File: config.mk
export PLATFORM = sky130hd
export DESIGN_NAME = bcp_pin_mux
export DESIGN_NICKNAME = d
export VERILOG_FILES = /design/src/bcp_pkg.sv /design/src/bcp_apb_slave.sv /design/src/bcp_pin_drive.sv /design/src/bcp_pin_mux.sv
export SDC_FILE = /design/constraint.sdc
export NUM_CORES = 1
export LEC_CHECK = 0
export BUFFER_PORTS_ARGS = -buffer_cell sky130_fd_sc_hd__buf_4
export CORE_UTILIZATION = 45
export CTS_BUF_LIST = sky130_fd_sc_hd__clkbuf_16
export DETAILED_ROUTE_END_ITERATION = 6
export PLACE_DENSITY = 0.73
export SLEW_MARGIN = 20
export SYNTH_ARGS = -nofsm -noshare
export SYNTH_HDL_FRONTEND = slang
export SYNTH_SLANG_ARGS = --single-unit
export TNS_END_PERCENT = 100
File: constraint.sdc
create_clock -name clk -period 4.3 [get_ports clk]
set_input_delay 0.86 -clock clk [delete_from_list [all_inputs] [get_ports clk]]
set_output_delay 0.86 -clock clk [all_outputs]
set_load 0.02 [all_outputs]
File: src/bcp_pkg.sv
`default_nettype none
package bcp_pkg;

    ////////////////////////////////////////////////////////////////////////////////
    // Bus geometry: printed offsets are register indices, byte address is index * 4
    localparam int ADDR_W = 18;
    localparam int DATA_W = 32;
    localparam int REG_W = 8;
    localparam int F_W = 8;
    localparam int G_W = 5;

    localparam logic [15:0] IDX_F_DIR = 16'hfebe;
    localparam logic [15:0] IDX_F_DATA = 16'hff6e;
    localparam logic [15:0] IDX_F_STATE = 16'hff5e;
    localparam logic [15:0] IDX_G_DIR = 16'hfefb;
    localparam logic [15:0] IDX_G_STATE = 16'hff5f;
    localparam logic [15:0] IDX_G_DATA = 16'hff6f;
    localparam logic [15:0] IDX_FUNC_CTRL = 16'hffac;
    localparam logic [15:0] IDX_SYS_CTRL = 16'hff39;

    localparam logic [ADDR_W-1:0] ADDR_F_DIR = {IDX_F_DIR, 2'h0};
    localparam logic [ADDR_W-1:0] ADDR_F_DATA = {IDX_F_DATA, 2'h0};
    localparam logic [ADDR_W-1:0] ADDR_F_STATE = {IDX_F_STATE, 2'h0};
    localparam logic [ADDR_W-1:0] ADDR_G_DIR = {IDX_G_DIR, 2'h0};
    localparam logic [ADDR_W-1:0] ADDR_G_STATE = {IDX_G_STATE, 2'h0};
    localparam logic [ADDR_W-1:0] ADDR_G_DATA = {IDX_G_DATA, 2'h0};
    localparam logic [ADDR_W-1:0] ADDR_FUNC_CTRL = {IDX_FUNC_CTRL, 2'h0};
    localparam logic [ADDR_W-1:0] ADDR_SYS_CTRL = {IDX_SYS_CTRL, 2'h0};

    ////////////////////////////////////////////////////////////////////////////////
    // Reset values and writable masks
    localparam logic [REG_W-1:0] SYS_CTRL_RST = 8'h01;
    localparam logic [REG_W-1:0] SYS_CTRL_WMASK = 8'hbf;
    localparam logic [REG_W-1:0] FUNC_CTRL_RST = 8'h30;
    localparam logic [REG_W-1:0] FUNC_CTRL_WMASK = 8'hf8;
    localparam logic [F_W-1:0] F_DATA_RST = 8'h00;
    localparam logic [F_W-1:0] F_DIR_RST_EXT = 8'h80;
    localparam logic [F_W-1:0] F_DIR_RST_SINGLE = 8'h00;
    localparam logic [G_W-1:0] G_DATA_RST = 5'h00;
    localparam logic [G_W-1:0] G_DIR_RST_CS0 = 5'h10;
    localparam logic [G_W-1:0] G_DIR_RST_OTHER = 5'h00;

    ////////////////////////////////////////////////////////////////////////////////
    // Field positions
    localparam int FC_WAIT_SEL = 7;
    localparam int FC_BUS_REQUEST_IN_PIN_SEL = 6;
    localparam int FC_CS_A_EN = 5;
    localparam int FC_CS_B_EN = 4;
    localparam int FC_AS_DIS = 3;
    localparam int SC_LWR_DIS = 2;

    // Pin positions
    localparam int PF_CLK = 7;
    localparam int PF_AS = 6;
    localparam int PF_RD = 5;
    localparam int PF_HWR = 4;
    localparam int PF_LWR = 3;
    localparam int PF_LOWER_COLUMN_STROBE = 2;
    localparam int PF_BACK = 1;
    localparam int PF_BUS_REQUEST_IN = 0;
    localparam int PG_CS0 = 4;
    localparam int PG_CS1 = 3;
    localparam int PG_CS2 = 2;
    localparam int PG_CS3 = 1;
    localparam int PG_CAS = 0;

    ////////////////////////////////////////////////////////////////////////////////
    // Operating modes and DRAM space codes
    localparam logic [2:0] MODE_4 = 3'h4;
    localparam logic [2:0] MODE_5 = 3'h5;
    localparam logic [2:0] MODE_6 = 3'h6;
    localparam logic [2:0] MODE_7 = 3'h7;
    localparam logic [2:0] DRAM_CAS_LO = 3'h1;
    localparam logic [2:0] DRAM_CAS_HI = 3'h3;

    typedef enum logic {BCP_LOAD, BCP_RUN} bcp_init_t;

endpackage : bcp_pkg
`default_nettype wire

File: src/bcp_apb_slave.sv
`timescale 1ns/1ps
`default_nettype none
module bcp_apb_slave
    import bcp_pkg::*;
(
    // Clock and reset
    input wire logic clk,
    input wire logic nrst,
    // APB
    input wire logic psel,
    input wire logic penable,
    input wire logic pwrite,
    output logic pready,
    output logic [DATA_W-1:0] prdata,
    output logic pslverr,
    // Register file side
    input wire logic regHit,
    input wire logic [REG_W-1:0] regRdData,
    output logic regWrEn
);

    // One wait state: the answer is built in the first access cycle
    always_ff @(posedge clk or negedge nrst)
    begin
        if (!nrst)
        begin
            pready <= 1'b0;
            prdata <= '0;
            pslverr <= 1'b0;
        end
        else if (psel && penable && !pready)
        begin
            pready <= 1'b1;
            prdata <= (!pwrite && regHit) ? {{(DATA_W-REG_W){1'b0}}, regRdData} : '0;
            pslverr <= !regHit;
        end
        else
        begin
            pready <= 1'b0;
            prdata <= '0;
            pslverr <= 1'b0;
        end
    end

    assign regWrEn = psel && penable && pready && pwrite && regHit;

endmodule : bcp_apb_slave
`default_nettype wire

File: src/bcp_pin_drive.sv
`timescale 1ns/1ps
`default_nettype none
module bcp_pin_drive
    import bcp_pkg::*;
#(
    parameter int W = 8
)
(
    // Clock and reset
    input wire logic clk,
    input wire logic nrst,
    // Standby controls
    input wire logic hwStandby,
    input wire logic swStandby,
    input wire logic standbyOutputKeep,
    // Wanted pin state
    input wire logic [W-1:0] nextOut,
    input wire logic [W-1:0] nextOeN,
    input wire logic [W-1:0] busMask,
    // Pins
    output logic [W-1:0] pinOut,
    output logic [W-1:0] pinOeN
);

    genvar i;
    generate
        for (i = 0; i < W; i++)
        begin : g_bit
            always_ff @(posedge clk or negedge nrst)
            begin
                if (!nrst)
                begin
                    pinOut[i] <= 1'b1;
                    pinOeN[i] <= 1'b1;
                end
                else if (hwStandby)
                begin
                    pinOut[i] <= 1'b1;
                    pinOeN[i] <= 1'b1;
                end
                else if (swStandby)
                begin
                    // Ports hold; bus strobes float unless asked to hold
                    if (busMask[i] && !standbyOutputKeep)
                    begin
                        pinOeN[i] <= 1'b1;
                    end
                end
                else
                begin
                    pinOut[i] <= nextOut[i];
                    pinOeN[i] <= nextOeN[i];
                end
            end
        end
    endgenerate

endmodule : bcp_pin_drive
`default_nettype wire

File: src/bcp_pin_mux.sv
// Our own choice: the APB register port.
`timescale 1ns/1ps
`default_nettype none
// Functional notes
// F6 address strobe unless disabled; else GPIO
// System control resets to 0x01, kept otherwise
// F3 low write strobe unless disabled; else GPIO
// F7 input, or clock output when direction set
// F5/F4 read and high write strobes externally
// F2 column strobe, then bus request, then GPIO
// F1 bus acknowledge when bus release enabled
// F0 bus request input when bus release enabled
// G4 direction reset depends on mode; others clear
// Port G direction write-only, upper bits ignored
// Port G data bits 4-0, reset zero
// Reserved port G data/state bits ignore writes
// Pin state reads data where output, else pin
// Pin state register is read-only
// Function control resets 0x30, low bits read zero
// Group A enable gates chip select 1
// Group B enable gates chip selects 2, 3
// G4 chip select 0 or input externally
// G3 chip select 1 needs enable and direction
// G2/G1 chip selects need enable and direction
// G0 column strobe for DRAM codes 1 to 3
// Software standby holds or floats bus outputs
// Bus request routed to F2 or 5-3
// Pin function follows registers next cycle
module bcp_pin_mux
    import bcp_pkg::*;
(
    // Clock and reset
    input wire logic clk,
    input wire logic nrst,
    // APB
    input wire logic psel,
    input wire logic penable,
    input wire logic pwrite,
    input wire logic [ADDR_W-1:0] paddr,
    input wire logic [DATA_W-1:0] pwdata,
    output logic pready,
    output logic [DATA_W-1:0] prdata,
    output logic pslverr,
    // Operating state
    input wire logic [2:0] opMode,
    input wire logic hwStandby,
    input wire logic swStandby,
    input wire logic standbyOutputKeep,
    // Bus controller settings
    input wire logic [2:0] dramSpaceType,
    input wire logic areaBusWidth16,
    input wire logic busRequestOutEnable,
    input wire logic busReleaseEnable,
    // Bus controller strobes
    input wire logic sysClockLevel,
    input wire logic addressStrobe,
    input wire logic readStrobe,
    input wire logic highByteWriteStrobe,
    input wire logic lowByteWriteStrobe,
    input wire logic lowerColumnStrobe,
    input wire logic busRequestOut,
    input wire logic busAck,
    input wire logic chipSelectZero,
    input wire logic [3:1] chipSelect,
    input wire logic columnStrobe,
    output logic busRequestIn,
    // Port F pins
    input wire logic [F_W-1:0] portFIn,
    output logic [F_W-1:0] portFOut,
    output logic [F_W-1:0] portFOeN,
    // Port G pins
    input wire logic [G_W-1:0] portGIn,
    output logic [G_W-1:0] portGOut,
    output logic [G_W-1:0] portGOeN,
    // Alternate bus request pin 5-3
    output logic breqAltOut,
    output logic breqAltOeN
);

    ////////////////////////////////////////////////////////////////////////////////
    // Declarations
    bcp_init_t initState;
    logic [F_W-1:0] fDirReg;
    logic [F_W-1:0] fDataReg;
    logic [G_W-1:0] gDirReg;
    logic [G_W-1:0] gDataReg;
    logic [REG_W-1:0] funcCtrlReg;
    logic [REG_W-1:0] sysCtrlReg;
    logic regHit;
    logic regWrEn;
    logic [REG_W-1:0] regRdData;
    logic [F_W-1:0] fOut;
    logic [F_W-1:0] fOeN;
    logic [F_W-1:0] fBus;
    logic [G_W-1:0] gOut;
    logic [G_W-1:0] gOeN;
    logic [G_W-1:0] gBus;
    logic extMode;
    logic lcasSel;
    logic casSel;
    logic breqOnF;
    logic breqOnAlt;
    logic pinsLive;
    logic [F_W-1:0] fState;
    logic [G_W-1:0] gState;

    assign extMode = (opMode == MODE_4) || (opMode == MODE_5) || (opMode == MODE_6);
    assign casSel = (dramSpaceType >= DRAM_CAS_LO) && (dramSpaceType <= DRAM_CAS_HI);
    assign lcasSel = casSel && areaBusWidth16;
    assign breqOnF = busRequestOutEnable && !funcCtrlReg[FC_BUS_REQUEST_IN_PIN_SEL];
    assign breqOnAlt = busRequestOutEnable && funcCtrlReg[FC_BUS_REQUEST_IN_PIN_SEL];
    assign pinsLive = !swStandby && !hwStandby;
    assign fState = (fDirReg & fDataReg) | (~fDirReg & portFIn);
    assign gState = (gDirReg & gDataReg) | (~gDirReg & portGIn);

    ////////////////////////////////////////////////////////////////////////////////
    // Register bus
    bcp_apb_slave u_apb (
        .clk(clk),
        .nrst(nrst),
        .psel(psel),
        .penable(penable),
        .pwrite(pwrite),
        .pready(pready),
        .prdata(prdata),
        .pslverr(pslverr),
        .regHit(regHit),
        .regRdData(regRdData),
        .regWrEn(regWrEn)
    );

    // Address decode and read data
    always_comb
    begin
        regHit = 1'b1;
        regRdData = '0;
        if (paddr == ADDR_F_DIR)
        begin
            regRdData = '0;
        end
        else if (paddr == ADDR_F_DATA)
        begin
            regRdData = fDataReg;
        end
        else if (paddr == ADDR_F_STATE)
        begin
            regRdData = fState;
        end
        else if (paddr == ADDR_G_DIR)
        begin
            regRdData = '0;
        end
        else if (paddr == ADDR_G_DATA)
        begin
            regRdData = {{(REG_W-G_W){1'b0}}, gDataReg};
        end
        else if (paddr == ADDR_G_STATE)
        begin
            regRdData = {{(REG_W-G_W){1'b0}}, gState};
        end
        else if (paddr == ADDR_FUNC_CTRL)
        begin
            regRdData = funcCtrlReg;
        end
        else if (paddr == ADDR_SYS_CTRL)
        begin
            regRdData = sysCtrlReg;
        end
        else
        begin
            regHit = 1'b0;
        end
    end

    ////////////////////////////////////////////////////////////////////////////////
    // Mode-dependent direction load after reset release and in hardware standby
    always_ff @(posedge clk or negedge nrst)
    begin
        if (!nrst)
        begin
            initState <= BCP_LOAD;
        end
        else
        begin
            case (initState)
                BCP_LOAD: initState <= hwStandby ? BCP_LOAD : BCP_RUN;
                BCP_RUN: initState <= hwStandby ? BCP_LOAD : BCP_RUN;
                default: initState <= BCP_LOAD;
            endcase
        end
    end

    always_ff @(posedge clk or negedge nrst)
    begin
        if (!nrst)
        begin
            fDirReg <= F_DIR_RST_SINGLE;
            gDirReg <= G_DIR_RST_OTHER;
        end
        else if (hwStandby || initState == BCP_LOAD)
        begin
            fDirReg <= extMode ? F_DIR_RST_EXT : F_DIR_RST_SINGLE;
            gDirReg <= (opMode == MODE_4 || opMode == MODE_5) ? G_DIR_RST_CS0 : G_DIR_RST_OTHER;
        end
        else if (regWrEn && paddr == ADDR_F_DIR)
        begin
            fDirReg <= pwdata[F_W-1:0];
        end
        else if (regWrEn && paddr == ADDR_G_DIR)
        begin
            gDirReg <= pwdata[G_W-1:0];
        end
    end

    // Data and control registers; software standby leaves them alone
    always_ff @(posedge clk or negedge nrst)
    begin
        if (!nrst)
        begin
            fDataReg <= F_DATA_RST;
            gDataReg <= G_DATA_RST;
        end
        else if (hwStandby)
        begin
            fDataReg <= F_DATA_RST;
            gDataReg <= G_DATA_RST;
        end
        else if (regWrEn && paddr == ADDR_F_DATA)
        begin
            fDataReg <= pwdata[F_W-1:0];
        end
        else if (regWrEn && paddr == ADDR_G_DATA)
        begin
            gDataReg <= pwdata[G_W-1:0];
        end
    end

    always_ff @(posedge clk or negedge nrst)
    begin
        if (!nrst)
        begin
            funcCtrlReg <= FUNC_CTRL_RST;
            sysCtrlReg <= SYS_CTRL_RST;
        end
        else if (hwStandby)
        begin
            funcCtrlReg <= FUNC_CTRL_RST;
            sysCtrlReg <= SYS_CTRL_RST;
        end
        else if (regWrEn && paddr == ADDR_FUNC_CTRL)
        begin
            funcCtrlReg <= pwdata[REG_W-1:0] & FUNC_CTRL_WMASK;
        end
        else if (regWrEn && paddr == ADDR_SYS_CTRL)
        begin
            sysCtrlReg <= pwdata[REG_W-1:0] & SYS_CTRL_WMASK;
        end
    end

    ////////////////////////////////////////////////////////////////////////////////
    // Pin function selection, registered one cycle later
    always_comb
    begin
        fOut = fDataReg;
        fOeN = ~fDirReg;
        fBus = '0;
        gOut = gDataReg;
        gOeN = ~gDirReg;
        gBus = '0;
        // Clock output in every mode
        fOut[PF_CLK] = sysClockLevel;
        fBus[PF_CLK] = fDirReg[PF_CLK];
        if (extMode)
        begin
            if (!funcCtrlReg[FC_AS_DIS])
            begin
                fOut[PF_AS] = addressStrobe;
                fOeN[PF_AS] = 1'b0;
                fBus[PF_AS] = 1'b1;
            end
            fOut[PF_RD] = readStrobe;
            fOeN[PF_RD] = 1'b0;
            fOut[PF_HWR] = highByteWriteStrobe;
            fOeN[PF_HWR] = 1'b0;
            fBus[PF_RD] = 1'b1;
            fBus[PF_HWR] = 1'b1;
            if (!sysCtrlReg[SC_LWR_DIS])
            begin
                fOut[PF_LWR] = lowByteWriteStrobe;
                fOeN[PF_LWR] = 1'b0;
                fBus[PF_LWR] = 1'b1;
            end
            if (lcasSel)
            begin
                fOut[PF_LOWER_COLUMN_STROBE] = lowerColumnStrobe;
                fOeN[PF_LOWER_COLUMN_STROBE] = 1'b0;
                fBus[PF_LOWER_COLUMN_STROBE] = 1'b1;
            end
            else if (breqOnF)
            begin
                fOut[PF_LOWER_COLUMN_STROBE] = busRequestOut;
                fOeN[PF_LOWER_COLUMN_STROBE] = 1'b0;
                fBus[PF_LOWER_COLUMN_STROBE] = 1'b1;
            end
            if (busReleaseEnable)
            begin
                fOut[PF_BACK] = busAck;
                fOeN[PF_BACK] = 1'b0;
                fBus[PF_BACK] = 1'b1;
                fOeN[PF_BUS_REQUEST_IN] = 1'b1;
            end
            // Chip select 0 or plain input, never a port output
            gOut[PG_CS0] = chipSelectZero;
            gBus[PG_CS0] = gDirReg[PG_CS0];
            if (funcCtrlReg[FC_CS_A_EN] && gDirReg[PG_CS1])
            begin
                gOut[PG_CS1] = chipSelect[1];
                gBus[PG_CS1] = 1'b1;
            end
            if (funcCtrlReg[FC_CS_B_EN] && gDirReg[PG_CS2])
            begin
                gOut[PG_CS2] = chipSelect[2];
                gBus[PG_CS2] = 1'b1;
            end
            if (funcCtrlReg[FC_CS_B_EN] && gDirReg[PG_CS3])
            begin
                gOut[PG_CS3] = chipSelect[3];
                gBus[PG_CS3] = 1'b1;
            end
            if (casSel)
            begin
                gOut[PG_CAS] = columnStrobe;
                gOeN[PG_CAS] = 1'b0;
                gBus[PG_CAS] = 1'b1;
            end
        end
    end

    bcp_pin_drive #(.W(F_W)) u_drive_f (
        .clk(clk),
        .nrst(nrst),
        .hwStandby(hwStandby),
        .swStandby(swStandby),
        .standbyOutputKeep(standbyOutputKeep),
        .nextOut(fOut),
        .nextOeN(fOeN),
        .busMask(fBus),
        .pinOut(portFOut),
        .pinOeN(portFOeN)
    );

    bcp_pin_drive #(.W(G_W)) u_drive_g (
        .clk(clk),
        .nrst(nrst),
        .hwStandby(hwStandby),
        .swStandby(swStandby),
        .standbyOutputKeep(standbyOutputKeep),
        .nextOut(gOut),
        .nextOeN(gOeN),
        .busMask(gBus),
        .pinOut(portGOut),
        .pinOeN(portGOeN)
    );

    // Bus request input and its alternate output pin
    always_ff @(posedge clk or negedge nrst)
    begin
        if (!nrst)
        begin
            busRequestIn <= 1'b1;
            breqAltOut <= 1'b1;
            breqAltOeN <= 1'b1;
        end
        else
        begin
            busRequestIn <= (extMode && busReleaseEnable) ? portFIn[PF_BUS_REQUEST_IN] : 1'b1;
            if (hwStandby)
            begin
                breqAltOut <= 1'b1;
                breqAltOeN <= 1'b1;
            end
            else if (swStandby)
            begin
                breqAltOeN <= breqAltOeN | !standbyOutputKeep;
            end
            else
            begin
                breqAltOut <= busRequestOut;
                breqAltOeN <= !(extMode && breqOnAlt);
            end
        end
    end
endmodule : bcp_pin_mux
`default_nettype wire

==> qor.txt, run 1 <==
Total GRT Usage = 0.248
Cell Rows = 35
# IOs = 156
Synth Instances = 432
worst path cell trace = buf_4, and4_1, nand2_1, nor4_2, a221oi_1, a2111oi_1
slowest CP cell = nor4_2
type of origin of the critical path = input port
Final #Nets = 624
maxcap violations = 0
Synth Warn # = 0
Worst-path clk slew = 60 ps
clock sink total = 78
synthesized cell area = 0.00438 mm2
Comb pwr share = 0.129
layout cells sized above 1 = 0.338
CTS resizes = 0
clock root buffer = clkbuf_16
Fillers = 810
Netlist cell types = 55
initial antenna violation count = 0
Post-synth EDFFs = 0
Critical Path End Type = flop
RSZ-0062 raised after global routing = false
Worst Hold Launch = u_apb.pready
WL final = 12000 um
PwrDens = 325 mW/mm2
CTS H-tree lvls = 3
crit path DAT = 3090 ps
CTS tree = built
switching power = 0.432 mW
clock tree buffer depth = 2
routability congestion estimate from global placement = 0.914
Area Overhead vs Synth = 25.5%
DIE AREA = 0.0101 mm2
WL/cell = 18.0 um
delay-heaviest family, CP = simple AND/OR/NAND/NOR gates
number of remaining DRC errors = 0
Finished Core Util = 0.590
largest net degree at the start of global routing = 79
Place WS = 1120 ps
total CTS buffers = 9
drt first pass iters = 5
CP Max Fanout = 12
Final Max Tran Viols = 0
Synth Flop Type = dfrtp_1
commonest cells after routing, fill and taps aside = 109 x buf_4, 61 x mux2i_1, 55 x nor2_1
Yosys reg bits = 78
Crit path largest cell delay = 690 ps
HP Class = reg2reg
Tcrit/Tclk final = 0.680
reg2reg start = u_apb.pready
minimum clock period = 2920 ps
vias in the first global route = 3719
starting density of the core = 0.470
register area share after synthesis = 0.455
Post-DRT Antenna Nets = 0
Iteration-0 DRC Markers = 241
design area = 0.00550 mm2
Sw Ratio = 0.241
grt ovf = 0
average instance area after synthesis = 10.1 um2
clock skew = 10.1 ps
dpl cells = 649
WS Path Type = in2reg
Die Y = 101 um
status = finished clean
Seq pwr share = 0.433
core footprint = 0.00933 mm2
Pint = 1.36 mW
fmax = 0.342 GHz
data required time of the worst path = 4470 ps
CP Buf/Inv Count = 1
global-route wire length before repair = 19100 um
Post-DP HPWL = 8570 um
clock power share = 0.437
Finished Layout Cells = 665
setup TNS = 0 ps
Vias = 3778
Leak = 2.37 nW
Worst slew margin = 0.347
IO buf count = 107
commonest non-fill, non-tap cell in the layout = buf_4
vias per cell = 5.68
Least-Margin Pin Slew = 972 ps
Max rail drop VDD = 198 uV
Post-synth ARST share = 1.00
setup bufs post-CTS = 0
clk_lat worst skew = 330 ps
Worst Setup Slack, final = 1380 ps
Ant. Diodes = 0
Cell Area, Placed = 0.00519 mm2
start point of the critical path = paddr[13]
Final Hold Vio Count = 0
Post-CTS Hold Fix Bufs = 0
die span in x = 101 um
Final Setup Violations = 0
-- cell families (layout without fill, tap and decap cells) --
| family | count (synthesis) | after routing | synth area share |
|---|---|---|---|
| buf+inv | 47 | 128 | 0.0614 |
| simple gates | 171 | 171 | 0.211 |
| compound gates | 61 | 61 | 0.0994 |
| flops | 78 | 78 | 0.455 |
| mux | 74 | 74 | 0.173 |
| other cells | 1 | 24 | 0.000856 |
-- flip-flops by register name (all words and copies together), names as in the netlist --
register          flops
u_apb.prdata          8
gDirReg               5
u_drive_g.pinOut      5
breqAltOut            1
u_drive_g.pinOeN      5
busRequestIn          1
u_apb.pslverr         1
fDirReg               8
sysCtrlReg            7
funcCtrlReg           5
u_drive_f.pinOeN      8
u_apb.pready          1
gDataReg              5
u_drive_f.pinOut      8
initState             1
breqAltOeN            1
fDataReg              8
-- power by group through the flow --
stage               Combinational [mW]  Sequential (mW)  Clock, mW
floorplan                        0.110            0.806          0
CTS                              0.232            0.775      0.798
detailed placement               0.231            0.787          0
global placement                 0.227            0.786          0
global route                     0.253            0.777      0.828
finish                           0.231            0.775      0.783
-- area by class of cell --
type                            count  area (um2)  share of cell area
Sequential cell                    78        1990               0.362
Inverter                            3        11.3             0.00205
Timing Repair Buffer              109         818               0.149
Clock inverter                      7        83.8              0.0152
Multi-Input combinational cell    330        2210               0.401
Tap cell                          129         161              0.0294
Clock buffer                        9         225              0.0410
-- per-stage QoR --
| stage | power [mW] | hold slack [ps] |
|---|---|---|
| after floorplan | 0.917 | 478 |
| after global placement | 1.01 | 458 |
| after detailed placement | 1.02 | 464 |
| after CTS | 1.81 | 474 |
| after global routing | 1.86 | 506 |
| final | 1.79 | 474 |
-- final timing paths --
kind                                    to  slack, ps  cells after the start
max                        u_apb.prdata[1]       1380                      6
min                           u_apb.pready        470                      1
max reg2reg                    fDataReg[0]       2010                      4
min reg2reg                   u_apb.pready        470                      1
max in group asynchronous       fDirReg[5]       2990                      1
min in group asynchronous       fDirReg[0]        680                      1
-- cells in the mapped netlist (3+ instances only) --
| library cell | instances | share of area |
|---|---|---|
| a2111oi_1 | 4 | 0.0091 |
| a21oi_1 | 12 | 0.014 |
| a221oi_1 | 3 | 0.0060 |
| a222oi_1 | 3 | 0.0069 |
| a31oi_1 | 3 | 0.0043 |
| and4b_1 | 3 | 0.0069 |
| buf_1 | 3 | 0.0026 |
| buf_4 | 24 | 0.041 |
| clkbuf_1 | 15 | 0.013 |
| dfrtp_1 | 46 | 0.26 |
| dfstp_2 | 32 | 0.19 |
| inv_1 | 3 | 0.0026 |
| mux2_2 | 13 | 0.033 |
| mux2i_1 | 61 | 0.14 |
| nand2_1 | 47 | 0.040 |
| nand2b_1 | 5 | 0.0071 |
| nand3_1 | 12 | 0.014 |
| nand4_1 | 3 | 0.0043 |
| nor2_1 | 55 | 0.047 |
| nor2b_1 | 8 | 0.011 |
| nor3_1 | 14 | 0.016 |
| nor4_1 | 4 | 0.0057 |
| nor4_4 | 4 | 0.019 |
| o211ai_1 | 4 | 0.0069 |
| o21ai_0 | 11 | 0.013 |
| o311ai_0 | 4 | 0.0080 |
-- layer usage --
layer	GRT usage	up-vias	share of wire
met5	0	-	0
met4	0.0936	0	0.022
met3	0.0569	31	0.074
met2	0.385	193	0.46
met1	0.339	1843	0.45
li1	-	1711	-
Power figures use the tool's default switching activity.
==> inputs of run 2 (changes only) <==
--- a/config.mk
+++ b/config.mk
@@ -9,7 +9,7 @@
 export CORE_UTILIZATION = 45
 export CTS_BUF_LIST = sky130_fd_sc_hd__clkbuf_16
 export DETAILED_ROUTE_END_ITERATION = 6
-export PLACE_DENSITY = 0.73
+export PLACE_DENSITY = 0.76
 export SLEW_MARGIN = 20
 export SYNTH_ARGS = -nofsm -noshare
 export SYNTH_HDL_FRONTEND = slang
==> constraint.sdc (replaced) <==
create_clock -name clk -period 2.65 [get_ports clk]
set_input_delay 0.53 -clock clk [delete_from_list [all_inputs] [get_ports clk]]
set_output_delay 0.53 -clock clk [all_outputs]
set_load 0.02 [all_outputs]
==> run 2 against run 1 <==
Non-clock buffer count is 14 higher. Sequential share of layout area is 0.60 points lower. Count of clock-buffer cells in the layout did not move. Power rose by 58%. Combinational power is 65% higher. Cell area rose by 1.7%. Flip-flop and latch count unchanged. Global-route usage fell by 0.47 points. Wire length is essentially flat. Clock skew down 4.4 ps. Critical path type unchanged. Critical endpoint unchanged. Highest routed layer unchanged.
==> qor.txt, run 2 (synthesized netlist as in run 1, its figures left out) <==
reg2reg start = funcCtrlReg[4] (was u_apb.pready)
Post-CTS Hold Fix Bufs = 0 (unchanged)
setup bufs post-CTS = 0 (unchanged)
vias per cell = 5.59 (was 5.68)
fmax = 0.457 GHz
# IOs = 156 (unchanged)
Fillers = 783 (was 810)
die span in x = 101 um (unchanged)
DIE AREA = 0.0101 mm2 (unchanged)
vias in the first global route = 3615 (was 3719)
critical path's most frequent cell = a2111oi_1
layout cells sized above 1 = 0.355 (was 0.338)
Max rail drop VDD = 329 uV (was 198 uV)
Comb pwr share = 0.135 (was 0.129)
data required time of the worst path = 2830 ps (was 4470 ps)
PwrDens = 506 mW/mm2 (was 325 mW/mm2)
initial antenna violation count = 0 (unchanged)
Leak = 2.43 nW (was 2.37 nW)
r2r setup slk = 1000 ps (was 2010 ps)
Iteration-0 DRC Markers = 232 (was 241)
hold_ws = 133 ps (was 474 ps)
HP Class = in2async (was reg2reg)
area of the multi-input gates = 0.00221 mm2 (unchanged)
number of remaining DRC errors = 0 (unchanged)
Seq pwr share = 0.445 (was 0.433)
starting density of the core = 0.470 (unchanged)
RSZ-0062 raised after global routing = false (unchanged)
Worst slew margin = 0.516 (was 0.347)
CP Buf/Inv Count = 1 (unchanged)
Vias = 3796 (was 3778)
clock tree buffer depth = 2 (unchanged)
Reg area = 0.00199 mm2 (unchanged)
Post-DRT Antenna Nets = 0 (unchanged)
clock root buffer = clkbuf_16 (unchanged)
Final Hold Vio Count = 0 (unchanged)
clock skew = 5.69 ps (was 10.1 ps)
Least-Margin Pin Slew = 720 ps (was 972 ps)
setup TNS = 0 ps (unchanged)
total CTS buffers = 9 (unchanged)
Critical Path End Type = flop (unchanged)
commonest non-fill, non-tap cell in the layout = buf_4 (unchanged)
Sw Ratio = 0.253 (was 0.241)
WL/cell = 17.7 um (was 18.0 um)
minimum clock period = 2190 ps
Total GRT Usage = 0.244 (was 0.248)
slowest CP cell = a2111oi_1 (was nor4_2)
type of origin of the critical path = input port (unchanged)
clock sink total = 78 (unchanged)
WS Path Type = in2reg (unchanged)
Ant. Diodes = 0 (unchanged)
routability congestion estimate from global placement = 0.857 (was 0.914)
largest net degree at the start of global routing = 49 (was 79)
clk_lat worst skew = 330 ps (about the same)
Worst-path clk slew = 60 ps (about the same)
Final #Nets = 638 (was 624)
delay-heaviest family, CP = compound AO/OA/AOI/OAI gates (was simple AND/OR/NAND/NOR gates)
Die Y = 101 um (unchanged)
grt ovf = 0 (unchanged)
CTS H-tree lvls = 3 (unchanged)
Cell Rows = 35 (unchanged)
Final Max Tran Viols = 0 (unchanged)
global-route wire length before repair = 18800 um (was 19100 um)
switching power = 0.714 mW (was 0.432 mW)
core footprint = 0.00933 mm2 (unchanged)
crit path DAT = 2370 ps (was 3090 ps)
Tcrit/Tclk final = 0.825
Pint = 2.11 mW (was 1.36 mW)
CP Max Fanout = 8 (was 12)
r2r endpoint = u_apb.prdata[4] (was fDataReg[0])
Area Overhead vs Synth = 27.6% (was 25.5%)
clock power share = 0.420 (was 0.437)
R2R depth = 4 (unchanged)
drt first pass iters = 6 (was 5)
WL final = 12000 um (about the same)
IO buf count = 107 (unchanged)
CTS tree = built (unchanged)
Final Setup Violations = 0 (unchanged)
Crit path largest cell delay = 560 ps (was 690 ps)
Post-DP HPWL = 8810 um (was 8570 um)
CTS resizes = 0 (unchanged)
maxcap violations = 0 (unchanged)
status = finished clean (unchanged)
commonest cells after routing, fill and taps aside = 122 x buf_4, 61 x mux2i_1, 55 x nor2_1 (was 109 x buf_4, 61 x mux2i_1, 55 x nor2_1)
worst path cell trace = buf_4, nor3b_1, nand2_1, a2111oi_1, nor3_1, a2111oi_1 (was buf_4, and4_1, nand2_1, nor4_2, a221oi_1, a2111oi_1)
run 2: how the worst max path moves through the flow:
stage | slack, ps | startpoint | cells after the start | endpoint
floorplan | 600 | paddr[0] | 5 | fDirReg[7]
global placement | 230 | paddr[6] | 6 | u_apb.prdata[1]
detailed placement | 180 | paddr[6] | 6 | u_apb.prdata[1]
CTS | 500 | paddr[6] | 6 | u_apb.prdata[1]
global route | 280 | paddr[6] | 6 | u_apb.prdata[2]
finish | 460 | paddr[6] | 6 | u_apb.prdata[1]
run 2: metrics by stage:
| stage | cells | worst slack, ps | instance area [um2] | power (mW) | utilization |
|---|---|---|---|---|---|
| floorplan | 455 | 601 | 4470 | 1.49 | - |
| global route | 679 | 276 | 5590 | 2.93 | 0.599 |
| finish | 679 | 463 | 5590 | 2.83 | 0.599 |
| CTS | 679 | 499 | 5590 | 2.84 | 0.599 |
| detailed placement | 663 | 182 | 5310 | 1.66 | 0.569 |
| global placement | 663 | 227 | 5310 | 1.65 | 0.569 |
run 2: metal layers:
metal	track usage	wire (um)	up-vias
met4	0.0870	167	0
li1	-	-	1734
met5	0	0	-
met3	0.0458	940	12
met1	0.345	5350	1850
met2	0.375	5530	200
run 2: power by group through the flow:
| stage | combinational (mW) | sequential, mW | clock [mW] |
|---|---|---|---|
| after floorplan | 0.179 | 1.31 | 0 |
| after global placement | 0.375 | 1.28 | 0 |
| after detailed placement | 0.381 | 1.28 | 0 |
| after CTS | 0.383 | 1.26 | 1.20 |
| after global routing | 0.416 | 1.26 | 1.25 |
| final | 0.381 | 1.26 | 1.19 |
run 2: layout make-up:
class,count,area share
Inverter,3,0.00201
Clock inverter,7,0.0105
Tap cell,129,0.0289
Multi-Input combinational cell,330,0.395
Sequential cell,78,0.356
Clock buffer,9,0.0403
Timing Repair Buffer,123,0.167
